===== src/logic/dma_chb_pkg.sv =====
/*
  Shared constants, types and decode functions for the channel B control block.
  Assumes an 8-bit register port with byte offsets and one 200 MHz clock.
*/
package dma_chb_pkg;

  ////////////////////////////////////////////////////////////////////////////////
  // Register byte offsets.
  localparam logic [7:0] OFS_ADDR_TOP   = 8'h28;  // Memory address, bits 31:24.
  localparam logic [7:0] OFS_ADDR_EXT   = 8'h29;  // Memory address, bits 23:16.
  localparam logic [7:0] OFS_ADDR_HIGH  = 8'h2a;  // Memory address, bits 15:8.
  localparam logic [7:0] OFS_ADDR_LOW   = 8'h2b;  // Memory address, bits 7:0.
  localparam logic [7:0] OFS_COUNT_HIGH = 8'h2c;  // Transfer count, high byte.
  localparam logic [7:0] OFS_COUNT_LOW  = 8'h2d;  // Transfer count, low byte.
  localparam logic [7:0] OFS_PERIPH     = 8'h2e;  // Peripheral address.
  localparam logic [7:0] OFS_CONTROL    = 8'h2f;  // Transfer control.
  localparam logic [7:0] OFS_MODE       = 8'h30;  // Address mode selection.
  localparam logic [7:0] OFS_STATUS     = 8'h31;  // Sticky event status, read only.
  localparam logic [7:0] OFS_CLEAR      = 8'h32;  // Status clear, write only.
  localparam logic [7:0] OFS_IRQ_EN     = 8'h33;  // Interrupt enable.

  ////////////////////////////////////////////////////////////////////////////////
  // Field positions of the transfer control register.
  localparam int CTL_ENABLE = 7;  // Transfer enable, or master enable in full mode.
  localparam int CTL_SIZE   = 6;  // Word size when set.
  localparam int CTL_DIR    = 5;  // Step down when set.
  localparam int CTL_REPEAT = 4;  // Repeat enable, or step enable in full mode.
  localparam int CTL_IRQ    = 3;  // Interrupt enable, or block-area select in full mode.
  localparam int CTL_SEL_HI = 2;  // Top bit of the activation select field.
  localparam int MODE_FULL  = 0;  // Full address mode when set.
  localparam int MODE_BLOCK = 1;  // Block transfer mode when set (full mode only).
  localparam int EVT_END    = 0;  // Status bit: transfer count exhausted.
  localparam int EVT_BLOCK  = 1;  // Status bit: one block finished.
  localparam int EVT_WIDTH  = 2;  // Number of status bits.

  ////////////////////////////////////////////////////////////////////////////////
  // Reset values and fixed figures.
  localparam logic [7:0]  CONTROL_RESET = 8'h00;
  localparam logic [7:0]  ADDR_TOP_BITS = 8'hff;    // Unused address byte reads as ones.
  localparam logic [15:0] PERIPH_PAGE   = 16'hffff; // Page that holds peripheral space.
  localparam logic [23:0] STEP_BYTE     = 24'h000001;
  localparam logic [23:0] STEP_WORD     = 24'h000002;
  localparam logic [7:0]  ONE_BYTE      = 8'h01;
  localparam logic [15:0] ONE_WORD      = 16'h0001;

  ////////////////////////////////////////////////////////////////////////////////
  // Activation sources after decoding the select code against the mode.
  typedef enum logic [3:0] {
    SRC_TIMER0     = 4'h0,
    SRC_TIMER1     = 4'h1,
    SRC_TIMER2     = 4'h2,
    SRC_TIMER3     = 4'h3,
    SRC_TX_EMPTY   = 4'h4,
    SRC_RX_FULL    = 4'h5,
    SRC_PIN_FALL   = 4'h6,
    SRC_PIN_LOW    = 4'h7,
    SRC_AUTO_BURST = 4'h8,
    SRC_AUTO_STEAL = 4'h9,
    SRC_NONE       = 4'hf
  } act_src_t;

  // Short-mode operation chosen by repeat and interrupt enable.
  typedef enum logic [1:0] {
    OP_IO     = 2'b00,
    OP_REPEAT = 2'b01,
    OP_IDLE   = 2'b10
  } op_mode_t;

  // One transfer request handed to the memory bus.
  typedef struct packed {
    logic [23:0] mem_addr;    // Memory address of this transfer.
    logic [23:0] periph_addr; // Peripheral address, short mode only.
    logic        word;        // Word size when set, byte otherwise.
    logic        full_mode;   // Request belongs to full address mode.
    logic        block_src;   // Block area is the source when set.
  } xfer_cmd_t;

  // Maps mode and select code to a source; unavailable codes give SRC_NONE.
  function automatic act_src_t decode_source(input logic full, input logic block,
                                             input logic [2:0] code);
    act_src_t src;
    src = SRC_NONE;
    if (!full) begin
      src = act_src_t'({1'b0, code}); // (RULE1) (RULE2)
    end else if (block) begin
      if (!code[2]) begin
        src = act_src_t'({2'b00, code[1:0]}); // (RULE7)
      end else if (code == 3'b110) begin
        src = SRC_PIN_FALL; // (RULE7)
      end
    end else begin
      case (code) // (RULE6)
        3'b000:  src = SRC_AUTO_BURST;
        3'b010:  src = SRC_AUTO_STEAL;
        3'b110:  src = SRC_PIN_FALL;
        3'b111:  src = SRC_PIN_LOW;
        default: src = SRC_NONE;
      endcase
    end
    return src;
  endfunction : decode_source

endpackage : dma_chb_pkg


===== src/logic/activation_detect.sv =====
/*
  Activation detector: turns the selected source into a one-cycle event or a level request.
  Assumes timer and serial events come from the same clock; the request pin is asynchronous.
*/
`timescale 1ns/1ps
module activation_detect
  import dma_chb_pkg::*;
(
  input  wire logic       clk,          // System clock.
  input  wire logic       rst_n,        // Synchronised active-low reset.
  input  wire logic       req_pin_n,    // External transfer request pin, asynchronous.
  input  wire logic [3:0] timer_evt,    // Timer compare/capture A pulses.
  input  wire logic       tx_empty_evt, // Serial transmit-empty pulse.
  input  wire logic       rx_full_evt,  // Serial receive-full pulse.
  input  wire act_src_t   source,       // Decoded activation source.
  output logic            edge_evt,     // One-cycle event from an edge-type source.
  output logic            level_req     // Standing request from a level-type source.
);

  ////////////////////////////////////////////////////////////////////////////////
  // Three-stage pin synchroniser and filtered level.
  logic pin_s1_ff, pin_s2_ff, pin_s3_ff; // Synchroniser chain.
  logic level_ff;                        // Accepted pin level.
  logic nxt_level;                       // Next accepted level.
  logic pin_fall;                        // Accepted high-to-low change.

  // The level changes only when the second and third stages agree.
  always_comb begin
    nxt_level = (pin_s2_ff == pin_s3_ff) ? pin_s3_ff : level_ff;
    pin_fall  = level_ff & ~nxt_level;
  end

  // Registers the chain; the pin idles high.
  always_ff @(posedge clk or negedge rst_n) begin
    if (!rst_n) begin
      pin_s1_ff <= 1'b1;
      pin_s2_ff <= 1'b1;
      pin_s3_ff <= 1'b1;
      level_ff  <= 1'b1;
    end else begin
      pin_s1_ff <= req_pin_n;
      pin_s2_ff <= pin_s1_ff;
      pin_s3_ff <= pin_s2_ff;
      level_ff  <= nxt_level;
    end
  end

  ////////////////////////////////////////////////////////////////////////////////
  // Source selection.

  // Picks the event or level that the decoded source names.
  always_comb begin
    edge_evt  = 1'b0;
    level_req = 1'b0;
    case (source)
      SRC_TIMER0, SRC_TIMER1, SRC_TIMER2, SRC_TIMER3: begin
        edge_evt = timer_evt[source[1:0]]; // (RULE1) (RULE7)
      end
      SRC_TX_EMPTY:   edge_evt  = tx_empty_evt; // (RULE1)
      SRC_RX_FULL:    edge_evt  = rx_full_evt; // (RULE1)
      SRC_PIN_FALL:   edge_evt  = pin_fall; // (RULE2) (RULE6)
      SRC_PIN_LOW:    level_req = ~level_ff; // (RULE2) (RULE6)
      SRC_AUTO_BURST: level_req = 1'b1; // (RULE6)
      SRC_AUTO_STEAL: level_req = 1'b1; // (RULE6)
      default: begin
        edge_evt  = 1'b0;
        level_req = 1'b0;
      end
    endcase
  end

endmodule : activation_detect


===== src/logic/dma_channel_b_control.sv =====
/*
  Channel B control of the first DMA controller: registers, activation and address stepping.
  Assumes a memory bus that answers each request with a one-cycle acknowledge.
  // Summary of operation
  // (RULE1) Short mode codes: timers, serial empty/full.
  // (RULE2) Codes 110/111: pin falling edge, pin low.
  // (RULE3) Interrupt when enabled and transfer enable clear.
  // (RULE4) Short mode steps address by size, direction.
  // (RULE5) Transfers only while transfer enable set.
  // (RULE6) Full normal: burst, cycle-steal, pin codes only.
  // (RULE7) Full block: timers or pin falling edge.
  // (RULE8) Block-area select: destination 0, source 1.
  // (RULE9) Full mode steps address only when enabled.
  // (RULE10) Peripheral address used in short mode only.
  // (RULE11) Full mode master enable gates transfers.
  // (RULE12) Block mode: size part plus block counter.
  // (RULE13) Reset leaves control bits all zero.
*/
`timescale 1ns/1ps
module dma_channel_b_control
  import dma_chb_pkg::*;
(
  input  wire logic       clk,          // System clock, 200 MHz.
  input  wire logic       reset_n,      // Asynchronous active-low reset.
  input  wire logic [7:0] reg_addr,     // Register byte offset.
  input  wire logic [7:0] reg_wdata,    // Register write data.
  input  wire logic       reg_wr,       // Write strobe.
  input  wire logic       reg_rd,       // Read strobe.
  output logic      [7:0] reg_rdata,    // Read data, valid the cycle after the strobe.
  input  wire logic       req_pin_n,    // External transfer request pin.
  input  wire logic [3:0] timer_evt,    // Timer compare/capture A pulses.
  input  wire logic       tx_empty_evt, // Serial transmit-empty pulse.
  input  wire logic       rx_full_evt,  // Serial receive-full pulse.
  output logic            xfer_valid,   // Transfer request to the memory bus.
  output xfer_cmd_t       xfer_cmd,     // Addresses and size of the request.
  input  wire logic       xfer_ack,     // Memory bus has done the transfer.
  output logic            cpu_irq,      // Transfer-end interrupt to the CPU.
  output logic            irq           // Level interrupt from enabled status bits.
);

  ////////////////////////////////////////////////////////////////////////////////
  // Reset release.
  logic rst_meta_ff, rst_n; // Two-stage release of the reset.

  // Asserts at once, releases after two clock edges.
  always_ff @(posedge clk or negedge reset_n) begin
    if (!reset_n) begin
      rst_meta_ff <= 1'b0;
      rst_n       <= 1'b0;
    end else begin
      rst_meta_ff <= 1'b1;
      rst_n       <= rst_meta_ff;
    end
  end

  ////////////////////////////////////////////////////////////////////////////////
  // State declarations.
  typedef enum logic [1:0] {
    ST_IDLE = 2'b00,  // Waiting for an activation.
    ST_BUSY = 2'b01   // Request out, waiting for the acknowledge.
  } eng_state_t;

  eng_state_t  state_ff, nxt_state;       // Engine state.
  logic [23:0] addr_ff, nxt_addr;         // Memory address.
  logic [23:0] base_ff, nxt_base;         // Start address for reloads.
  logic [15:0] count_ff, nxt_count;       // Transfer count.
  logic [7:0]  size_init_ff, nxt_size_init; // Reload value of the block size in block mode.
  logic [7:0]  periph_ff, nxt_periph;     // Peripheral address.
  logic [7:0]  ctl_ff, nxt_ctl;           // Transfer control.
  logic [1:0]  mode_ff, nxt_mode;         // Full and block mode bits.
  logic [EVT_WIDTH-1:0] status_ff, nxt_status; // Sticky events.
  logic [EVT_WIDTH-1:0] irq_en_ff, nxt_irq_en; // Interrupt enables.
  logic [EVT_WIDTH-1:0] evt_set;          // Events raised this cycle.
  logic        pend_ff, nxt_pend;         // Edge activation waiting to be served.
  xfer_cmd_t   cmd_ff, nxt_cmd;           // Request being presented.

  logic        full_mode, block_mode;     // Decoded mode bits.
  logic        enabled;                   // Channel allowed to transfer.
  logic        has_work;                  // Count leaves something to transfer.
  logic        edge_evt, level_req;       // Activation from the detector.
  act_src_t    source;                    // Decoded activation source.
  op_mode_t    op;                        // Short-mode operation.
  logic        step_on;                   // Address steps after this transfer.
  logic [23:0] stepped;                   // Address after a step.

  // Adds or subtracts one byte or one word from an address.
  function automatic logic [23:0] step_addr(input logic [23:0] a, input logic down,
                                            input logic word);
    logic [23:0] d;
    d = word ? STEP_WORD : STEP_BYTE;
    return down ? (a - d) : (a + d);
  endfunction : step_addr

  ////////////////////////////////////////////////////////////////////////////////
  // Mode decode and activation.

  // Works out mode, operation, enable and whether any count remains.
  always_comb begin
    full_mode  = mode_ff[MODE_FULL];
    block_mode = mode_ff[MODE_FULL] & mode_ff[MODE_BLOCK];
    source     = decode_source(full_mode, block_mode, ctl_ff[CTL_SEL_HI:0]);
    enabled    = ctl_ff[CTL_ENABLE]; // (RULE5) (RULE11)
    if (!ctl_ff[CTL_REPEAT]) begin
      op = OP_IO; // (RULE3)
    end else if (ctl_ff[CTL_IRQ]) begin
      op = OP_IDLE; // (RULE3)
    end else begin
      op = OP_REPEAT; // (RULE3)
    end
    if (block_mode) begin
      has_work = (count_ff[15:8] != 8'h00) && (count_ff[7:0] != 8'h00);
    end else if (!full_mode && op != OP_IO) begin
      has_work = count_ff[7:0] != 8'h00;
    end else begin
      has_work = count_ff != 16'h0000;
    end
    // Idle mode keeps the address; full mode steps only when allowed.
    if (full_mode) begin
      step_on = ctl_ff[CTL_REPEAT]; // (RULE9)
    end else begin
      step_on = op != OP_IDLE; // (RULE4)
    end
    stepped = step_addr(addr_ff, ctl_ff[CTL_DIR], full_mode ? 1'b0 : ctl_ff[CTL_SIZE]); // (RULE4)
    // In full mode the size bit belongs to channel A; byte steps are assumed.
  end

  activation_detect u_activation (
    .clk          (clk),
    .rst_n        (rst_n),
    .req_pin_n    (req_pin_n),
    .timer_evt    (timer_evt),
    .tx_empty_evt (tx_empty_evt),
    .rx_full_evt  (rx_full_evt),
    .source       (source),
    .edge_evt     (edge_evt),
    .level_req    (level_req)
  );

  ////////////////////////////////////////////////////////////////////////////////
  // Register writes and transfer engine.

  // Computes every register and engine value for the next cycle.
  always_comb begin
    nxt_state     = state_ff;
    nxt_addr      = addr_ff;
    nxt_base      = base_ff;
    nxt_count     = count_ff;
    nxt_size_init = size_init_ff;
    nxt_periph    = periph_ff;
    nxt_ctl       = ctl_ff;
    nxt_mode      = mode_ff;
    nxt_irq_en    = irq_en_ff;
    nxt_cmd       = cmd_ff;
    evt_set       = '0;
    // A new edge is kept while busy and cleared in the next idle cycle, served or not; the event wins over the clear.
    nxt_pend      = (pend_ff & ~(state_ff == ST_IDLE)) | edge_evt;

    // Software writes.
    if (reg_wr) begin
      case (reg_addr)
        OFS_ADDR_EXT:   nxt_addr[23:16] = reg_wdata;
        OFS_ADDR_HIGH:  nxt_addr[15:8]  = reg_wdata;
        OFS_ADDR_LOW:   nxt_addr[7:0]   = reg_wdata;
        OFS_COUNT_HIGH: begin
          nxt_count[15:8] = reg_wdata;
          nxt_size_init   = reg_wdata; // (RULE12)
        end
        OFS_COUNT_LOW:  nxt_count[7:0]  = reg_wdata;
        OFS_PERIPH:     nxt_periph      = reg_wdata;
        OFS_CONTROL:    nxt_ctl         = reg_wdata;
        OFS_MODE:       nxt_mode        = reg_wdata[1:0];
        OFS_IRQ_EN:     nxt_irq_en      = reg_wdata[EVT_WIDTH-1:0];
        default:        nxt_ctl         = nxt_ctl;
      endcase
      if (reg_addr >= OFS_ADDR_EXT && reg_addr <= OFS_ADDR_LOW) begin
        nxt_base = nxt_addr;
      end
    end

    case (state_ff)
      ST_IDLE: begin
        // Start when enabled, work remains and the source asks.
        if (enabled && has_work && (pend_ff || level_req)) begin // (RULE5) (RULE11)
          nxt_state         = ST_BUSY;
          nxt_cmd.mem_addr  = addr_ff;
          nxt_cmd.periph_addr = {PERIPH_PAGE, periph_ff}; // (RULE10)
          nxt_cmd.word      = ctl_ff[CTL_SIZE];
          nxt_cmd.full_mode = full_mode;
          nxt_cmd.block_src = block_mode & ctl_ff[CTL_IRQ]; // (RULE8)
          if (full_mode) begin
            nxt_cmd.periph_addr = '0; // (RULE10)
            nxt_cmd.word        = 1'b0;
          end
        end
      end
      ST_BUSY: begin
        if (xfer_ack) begin
          nxt_state = ST_IDLE;
          if (step_on) begin
            nxt_addr = stepped; // (RULE4) (RULE9)
          end
          if (block_mode) begin
            // One activation moves a whole block.
            nxt_count[15:8] = count_ff[15:8] - ONE_BYTE; // (RULE12)
            if (count_ff[15:8] == ONE_BYTE) begin
              nxt_count[15:8]    = size_init_ff; // (RULE12)
              nxt_count[7:0]     = count_ff[7:0] - ONE_BYTE; // (RULE12)
              evt_set[EVT_BLOCK] = 1'b1;
              if (!ctl_ff[CTL_IRQ]) begin
                nxt_addr = base_ff; // (RULE8)
              end
              if (count_ff[7:0] == ONE_BYTE) begin
                evt_set[EVT_END] = 1'b1;
              end
            end else begin
              nxt_state = ST_BUSY;
            end
          end else if (!full_mode && op != OP_IO) begin
            nxt_count[7:0] = count_ff[7:0] - ONE_BYTE;
            if (count_ff[7:0] == ONE_BYTE) begin
              nxt_count[7:0]   = count_ff[15:8];
              nxt_addr         = base_ff;
              evt_set[EVT_END] = 1'b1;
            end
          end else begin
            nxt_count = count_ff - ONE_WORD;
            if (count_ff == ONE_WORD) begin
              evt_set[EVT_END] = 1'b1;
              if (!full_mode) begin
                nxt_ctl[CTL_ENABLE] = 1'b0; // (RULE3) (RULE5)
              end
            end else if (source == SRC_AUTO_BURST) begin
              nxt_state = ST_BUSY; // Burst keeps the bus until the count runs out.
            end
          end
          if (nxt_state == ST_BUSY) begin
            nxt_cmd.mem_addr = nxt_addr;
          end
        end
      end
      default: nxt_state = ST_IDLE;
    endcase

    // Sticky status: a new event wins over a clear in the same cycle.
    nxt_status = status_ff;
    if (reg_wr && reg_addr == OFS_CLEAR) begin
      nxt_status = status_ff & ~reg_wdata[EVT_WIDTH-1:0];
    end
    nxt_status = nxt_status | evt_set;
  end

  // Registers the engine and the register file.
  always_ff @(posedge clk or negedge rst_n) begin
    if (!rst_n) begin
      state_ff     <= ST_IDLE;
      addr_ff      <= '0;
      base_ff      <= '0;
      count_ff     <= '0;
      size_init_ff <= '0;
      periph_ff    <= '0;
      ctl_ff       <= CONTROL_RESET; // (RULE13)
      mode_ff      <= '0; // (RULE13)
      status_ff    <= '0;
      irq_en_ff    <= '0;
      pend_ff      <= 1'b0;
      cmd_ff       <= '0;
    end else begin
      state_ff     <= nxt_state;
      addr_ff      <= nxt_addr;
      base_ff      <= nxt_base;
      count_ff     <= nxt_count;
      size_init_ff <= nxt_size_init;
      periph_ff    <= nxt_periph;
      ctl_ff       <= nxt_ctl;
      mode_ff      <= nxt_mode;
      status_ff    <= nxt_status;
      irq_en_ff    <= nxt_irq_en;
      pend_ff      <= nxt_pend;
      cmd_ff       <= nxt_cmd;
    end
  end

  ////////////////////////////////////////////////////////////////////////////////
  // Read port.
  logic [7:0] rdata_ff, nxt_rdata; // Read data register.

  // Selects the addressed register; unmapped and write-only offsets read as zero.
  always_comb begin
    nxt_rdata = 8'h00;
    if (reg_rd) begin
      case (reg_addr)
        OFS_ADDR_TOP:   nxt_rdata = ADDR_TOP_BITS;
        OFS_ADDR_EXT:   nxt_rdata = addr_ff[23:16];
        OFS_ADDR_HIGH:  nxt_rdata = addr_ff[15:8];
        OFS_ADDR_LOW:   nxt_rdata = addr_ff[7:0];
        OFS_COUNT_HIGH: nxt_rdata = count_ff[15:8];
        OFS_COUNT_LOW:  nxt_rdata = count_ff[7:0];
        OFS_PERIPH:     nxt_rdata = periph_ff;
        OFS_CONTROL:    nxt_rdata = ctl_ff;
        OFS_MODE:       nxt_rdata = {6'h00, mode_ff};
        OFS_STATUS:     nxt_rdata = {6'h00, status_ff};
        OFS_IRQ_EN:     nxt_rdata = {6'h00, irq_en_ff};
        default:        nxt_rdata = 8'h00;
      endcase
    end
  end

  // Holds read data for the cycle after the strobe only.
  always_ff @(posedge clk or negedge rst_n) begin
    if (!rst_n) begin
      rdata_ff <= 8'h00;
    end else begin
      rdata_ff <= nxt_rdata;
    end
  end

  ////////////////////////////////////////////////////////////////////////////////
  // Outputs.

  // Drives the request, the data and both interrupt levels.
  always_comb begin
    reg_rdata  = rdata_ff;
    xfer_valid = state_ff == ST_BUSY;
    xfer_cmd   = cmd_ff;
    cpu_irq    = ~full_mode & ctl_ff[CTL_IRQ] & ~ctl_ff[CTL_ENABLE]; // (RULE3)
    irq        = |(status_ff & irq_en_ff);
  end

endmodule : dma_channel_b_control


===== config.mk =====
export PLATFORM = sky130hd
export DESIGN_NAME = dma_channel_b_control
export DESIGN_NICKNAME = d
export VERILOG_FILES = /design/src/logic/dma_chb_pkg.sv /design/src/logic/activation_detect.sv /design/src/logic/dma_channel_b_control.sv
export SDC_FILE = /design/constraint.sdc
export NUM_CORES = 1
export LEC_CHECK = 0
export CAP_MARGIN = 20
export CORE_UTILIZATION = 40
export CTS_CLUSTER_DIAMETER = 200
export DETAILED_ROUTE_END_ITERATION = 8
export DONT_BUFFER_PORTS = 1
export MAX_ROUTING_LAYER = met4
export SYNTH_ARGS = -nofsm -noshare
export SYNTH_HDL_FRONTEND = slang
export SYNTH_SLANG_ARGS = --single-unit

===== constraint.sdc =====
create_clock -name clk -period 4.4 [get_ports clk]
set_clock_uncertainty 0.1 [all_clocks]
set_input_delay 0.44 -clock clk [delete_from_list [all_inputs] [get_ports clk]]
set_output_delay 0.44 -clock clk [all_outputs]
set_load 0.01 [all_outputs]

### Yosys cells after proc, flatten, opt, wreduce, memory -nomap -nowiden

Index checks and enable logic that the tools add are counted.

| word-level totals | value |
|---|---|
| register bits after elaboration | 162 |
| output and inout port bits | 62 |

| operators by class | value |
|---|---|
| $add $sub $neg | 5 |
| $lt $le $gt $ge | 3 |
| eq/ne operators | 34 |
| muxes and demuxes | 77 |
| bitwise gates (word level) | 16 |
| reductions and logical operators | 28 |

Operators by type and width:

| kind | count |
|---|---|
| 2-to-1 mux 24 bit | 12 |
| 2-to-1 mux 8 bit | 14 |
| equality test 8 x 6 -> 1 bit, second input constant | 12 |
| case mux 8 bit (11 select lines) | 1 |
| 2-to-1 mux 16 bit | 5 |
| 2-to-1 mux 51 bit | 1 |
| case mux 24 bit (2 select lines) | 1 |
| 2-to-1 mux 2 bit | 14 |
| 2-to-1 mux 25 bit | 1 |
| adder 24 x 2 -> 24 bit | 1 |
| subtractor 24 x 2 -> 24 bit | 1 |
| 2-to-1 mux 1 bit | 19 |
| equality test 16 x 1 -> 1 bit, second input constant | 1 |
| equality test 4 x 3 -> 1 bit, second input constant | 4 |
| equality test 8 x 1 -> 1 bit, second input constant | 2 |
| 2-to-1 mux 4 bit | 4 |
| case mux 4 bit (4 select lines) | 1 |
| AND reduction 2 bit | 8 |
| nonzero test 16 bit | 1 |
| nonzero test 8 bit | 2 |
| subtractor 16 x 1 -> 16 bit, second input constant | 1 |
| subtractor 8 x 1 -> 8 bit, second input constant | 2 |
| equality test 4 x 2 -> 1 bit, second input constant | 2 |
| equality test 4 bit, second input constant | 2 |
| 30 further kinds | 51 |

### Depth between registers and ports, before layout

| depth | value |
|---|---|
| depth in word-level cells | 16 |
| gate-level depth with buffers | 14 |

### By module

From an unflattened synthesis, not the netlist that was laid out.

| second synthesis, totals | value |
|---|---|
| cell total of the unflattened synthesis | 1019 |
| area, all modules | 9350.2 um^2 |

Modules (own cells, without submodules):

| module | instances | cells each | area an instance (um^2) |
|---|---|---|---|
| dma_channel_b_control | 1 | 1005 | 9150.0 |
| activation_detect | 1 | 14 | 200.2 |

### Worst setup path before layout

Ideal clock, no wire load.

| path | value |
|---|---|
| kind | register to register |
| from | register mode_ff[0] |
| to | register cmd_ff, in the netlist xfer_cmd[39] |
| setup time | 0.077 ns |
| arrival time | 2.903 ns |
| path slack | 1.319 ns |
| stages on the path, launching flop included | 13 |
| buffers on the path | 2 |
| period minus slack after synthesis | 3.081 ns |
| cells stage by stage | dfrtp_1 buf_2 clkbuf_1 nand2b_1 ha_1 fa_1 nor2b_1 o2111ai_1 a21oi_1 o2111ai_1 a2111oi_0 o31ai_1 a21oi_1 |

| on the way | value |
|---|---|
| cells in the longest elaborated chain, start to end | 13 |
| elaborated cells on any way between the ends | 40 |
| those cells by class | add/sub: 2; eq/ne: 6; mux: 24; bitwise: 1; reduce/logical: 7 |

Ends and longest elaborated chain:

| what | RTL line | source |
|---|---|---|
| start, declared | dma_channel_b_control.sv:70 | `logic [1:0] mode_ff, nxt_mode;` |
| start signal, assigned | dma_channel_b_control.sv:275 | `mode_ff <= nxt_mode;` |
| parallel branches: the longest is 13 deep, another holds adder 24 x 2 -> 24 bit | - |  |
| end signal, assigned | dma_channel_b_control.sv:279 | `cmd_ff <= nxt_cmd;` |
| end, declared | dma_channel_b_control.sv:75 | `xfer_cmd_t cmd_ff, nxt_cmd;` |

Several ways; the timed one is not identified. The select of a mux whose other input is x is not followed.
A chain may end at the register's enable or synchronous reset.

### Worst setup path in the final report

| path | value |
|---|---|
| from | register ctl_ff[5] |
| to | register cmd_ff, in the netlist xfer_cmd[39] |

| on the way | value |
|---|---|
| cells in the longest elaborated chain, start to end | 8 |
| elaborated cells on any way between the ends | 10 |
| those cells by class | mux: 10 |

Ends and longest elaborated chain:

| what | RTL line | source |
|---|---|---|
| start, declared | dma_channel_b_control.sv:69 | `logic [7:0] ctl_ff, nxt_ctl;` |
| start signal, assigned | dma_channel_b_control.sv:274 | `ctl_ff <= nxt_ctl;` |
| 2-to-1 mux 24 bit * | dma_channel_b_control.sv:91 | `return down ? (a - d) : (a + d);` |
| 2-to-1 mux 24 bit * | dma_channel_b_control.sv:199 | `if (step_on) begin` |
| 2-to-1 mux 24 bit, on equally long branches | dma_channel_b_control.sv:220, dma_channel_b_control.sv:209 |  |
| 2-to-1 mux 24 bit, on equally long branches | dma_channel_b_control.sv:218, dma_channel_b_control.sv:205 |  |
| 2-to-1 mux 24 bit * | dma_channel_b_control.sv:202 | `if (block_mode) begin` |
| 2-to-1 mux 24 bit * | dma_channel_b_control.sv:236 | `if (nxt_state == ST_BUSY) begin` |
| 2-to-1 mux 24 bit * | dma_channel_b_control.sv:197 | `if (xfer_ack) begin` |
| case mux 24 bit (2 select lines) * | dma_channel_b_control.sv:180 | `case (state_ff)` |

Every way passes the cells marked *; elsewhere a longest branch is shown, timed or not. The select of a mux whose other input is x is not followed.

==> run summary <==
Buf/Inv on CP - 0
DRT Pass-1 Iters - 7
Critical path endpoint category - flop
Clock group share of total power - 31.2%
Final core occ - 44.45%
Fmax - 282.5 MHz
Commonest non-fill, non-tap cell in the layout - dfrtp_1
Dpl hpwl - 21680 um
Final hold viol count - 0
Largest net degree at the start of global routing - 79
Switching Share - 38.02%
Area of the multi-input gates - 0.005395 mm2
Final setup violating endpoints - 0
Die area - 0.02444 mm2
Peak supply drop - 0.2744 mV
Number of flops mapped to enable cells by yosys - 0
Root buffer cell - clkbuf_16
Main synth FF type - dfrtp_1
Seq cells post-synth - 146
Clock Pin Slew Worst Setup and Hold Paths - 0.06 ns
Worst hold path class - in -> reg
Crit Path Max Fanout - 18
Net Sw Power - 0.002022 W
Net Count, Synth - 1110
Worst-Skew Late Latency - 0.43 ns
Port bufs - 0
Tcrit/Tclk final - 80.44%
Post-CTS sizing - 0
Global-route wire length before repair - 48280 um
Slew Limit Fails - 0
Status - complete, no violations
Largest stage delay on the critical path - 0.82 ns
Post-synth ARST share - 100.0%
Syn_area_per_cell - 9.039 um2
Cell internal pwr - 0.003296 W
Initial Utilization - 40.71%
Core area - 0.02340 mm2
FF/Latch Area - 0.003662 mm2
Gr ovfl total - 0
CP delay by family, top - compound AO/OA/AOI/OAI gates
Syn Inst Count - 1054
Vias in the first global route - 7843
Fin Setup TNS - 0 ns
Seq/Total Area, Yosys - 38.40%
Placed cells - 1310
Crit path cell chain - nand2_1 > fa_1 > nor2b_1 > o2111ai_1 > a21oi_1 > o2111ai_1 > a2111oi_0 > o31ai_1 > a21oi_1
Pwr dens - 511.2 mW/mm2
Deepest clock path buffer count - 2
Relative slew slack - 40.70%
CTS sink count - 146
Io pins - 90
Layout cells sized above 1 - 11.80%
Netlist cell types - 82
DRC - 0
Initial antenna violation count - 2
RSZ-0062 raised after global routing - no
Max Cap Viol - 0
Commonest cells after routing, fill and taps aside - 141 x dfrtp_1, 113 x nand2_1, 94 x o21ai_0
Register share of total power - 39.7%
Critical path class - reg -> reg
Fill cells - 2327
WL final - 31320 um
Worst-Margin Slew - 0.8895 ns
WL/cell - 23.29 um
Combinational power share - 29.1%
Die boundary width - 156.3 um
Synth warnings - 0
Fin nets - 1068
Tmin final - 3.539 ns
Mapped Area - 0.009527 mm2
Chip height - 156.3 um
H-tree levels - 4
CP startpoint kind - flop
Synth-to-Final Area Change - 9.194%
CTS tree - done
Row cnt - 56
Worst EP required - 4.66 ns
Total GRT Usage - 27.16%
Arr. time, crit path - 3.80 ns
Leak pwr - 4.555 nW
Vias - 8284
TritonCTS Buffers - 17
Post-route ant nets - 0
R2r setup slk - 0.86 ns
Finished Layout Cells - 1345
Via density - 6.159
Slowest CP cell - dfrtp_1
Iteration-0 DRC Markers - 742
Routability cong. - 0.9816
WHS - 0.03904 ns
==> routing by layer <==
layer | track usage, % | vias up | part of all wire, %
met5 | - | - | 0
met4 | 9.384 | 0 | 2.6
met3 | 5.899 | 55 | 8.7
met2 | 40.65 | 376 | 46
met1 | 36.16 | 4059 | 43
li1 | - | 3794 | -
==> through the flow <==
step / cell area (um2) / power, W / worst slack [ns]
after floorplan: 9528 / 0.003274 / 1.319
after global placement: 9713 / 0.003621 / 0.9697
after detailed placement: 9713 / 0.003646 / 0.9350
after CTS: 10400 / 0.005305 / 0.9064
after global routing: 10400 / 0.005607 / 0.5124
final: 10400 / 0.005318 / 0.8606
==> logic make-up (layout without fill, tap and decap cells) <==
logic type                 Yosys count  count (layout)  synth area share [%]
AOI/OAI and AO/OA                  334             334                 21.79
and+or+nand+nor                    305             305                 16.08
DFF                                146             146                 38.40
muxes                              120             120                 13.24
buffers and inverters              104              75                 5.227
adders and majority gates           28              28                 3.756
xor gates and xnor gates            16              16                 1.471
other                                1               2               0.03936
==> registers in the layout, summed over array words and instances, names as in the netlist <==
register,flops
addr_ff,24
xfer_cmd,36
u_activation.level_ff,1
rst_n,1
state_ff,1
ctl_ff,8
u_activation.pin_s2_ff,1
count_ff,16
irq_en_ff,2
reg_rdata,8
size_init_ff,8
u_activation.pin_s1_ff,1
u_activation.pin_s3_ff,1
periph_ff,8
status_ff,2
rst_meta_ff,1
mode_ff,2
base_ff,24
pend_ff,1
==> power by group through the flow <==
| stage | Sequential [W] | Clock (W) | Combinational (W) |
|---|---|---|---|
| floorplan | 0.00190 | 0 | 0.00137 |
| global placement | 0.00213 | 0 | 0.00149 |
| CTS | 0.00211 | 0.00167 | 0.00153 |
| finish | 0.00211 | 0.00166 | 0.00155 |
| detailed placement | 0.00213 | 0 | 0.00152 |
| global route | 0.00215 | 0.00173 | 0.00173 |
==> layout make-up <==
class / instances / share of cell area, %
Antenna cell: 1 / 0.02406
Clock inverter: 14 / 2.189
Tap cell: 319 / 3.837
Inverter: 17 / 0.6134
Multi-Input combinational cell: 804 / 51.86
Timing Repair Buffer: 26 / 2.045
Sequential cell: 146 / 35.21
Clock buffer: 18 / 4.222
==> timing repair <==
action                    CTS  global route
buffers inserted            0             0
hold endpoints to repair    3             0
hold buffers                2             0
==> synthesized netlist by cell type (10+ instances only) <==
| cell type | number | area share [%] |
|---|---|---|
| mux2i_1 | 86 | 9.0 |
| a31oi_1 | 15 | 0.99 |
| a22oi_1 | 19 | 1.5 |
| and3_1 | 11 | 0.72 |
| xnor2_1 | 13 | 1.2 |
| ha_1 | 27 | 3.5 |
| mux2_2 | 31 | 3.7 |
| o22ai_1 | 26 | 1.7 |
| o211ai_1 | 14 | 1.1 |
| nand2b_1 | 16 | 1.1 |
| nand2_1 | 113 | 4.5 |
| dfrtp_1 | 142 | 37 |
| a21o_1 | 18 | 1.4 |
| clkbuf_1 | 53 | 2.1 |
| nor3_1 | 24 | 1.3 |
| nand3_1 | 19 | 1.0 |
| o21ai_0 | 94 | 4.9 |
| o31ai_1 | 10 | 0.79 |
| nor2_1 | 62 | 2.4 |
| inv_1 | 17 | 0.67 |
| buf_4 | 20 | 1.6 |
| a21oi_1 | 77 | 4.0 |
==> final timing paths <==
path                              start  cells past startpoint            to
hold reg to reg             rst_meta_ff                      0         rst_n
max in group asynchronous         rst_n                      1  xfer_cmd[25]
hold / removal             reg_wdata[3]                      2     ctl_ff[3]
setup reg to reg              ctl_ff[5]                      9  xfer_cmd[39]
min in group asynchronous       reset_n                      1   rst_meta_ff
setup / recovery              ctl_ff[5]                      9  xfer_cmd[39]
No activity file was read; power rests on OpenSTA's default activity.
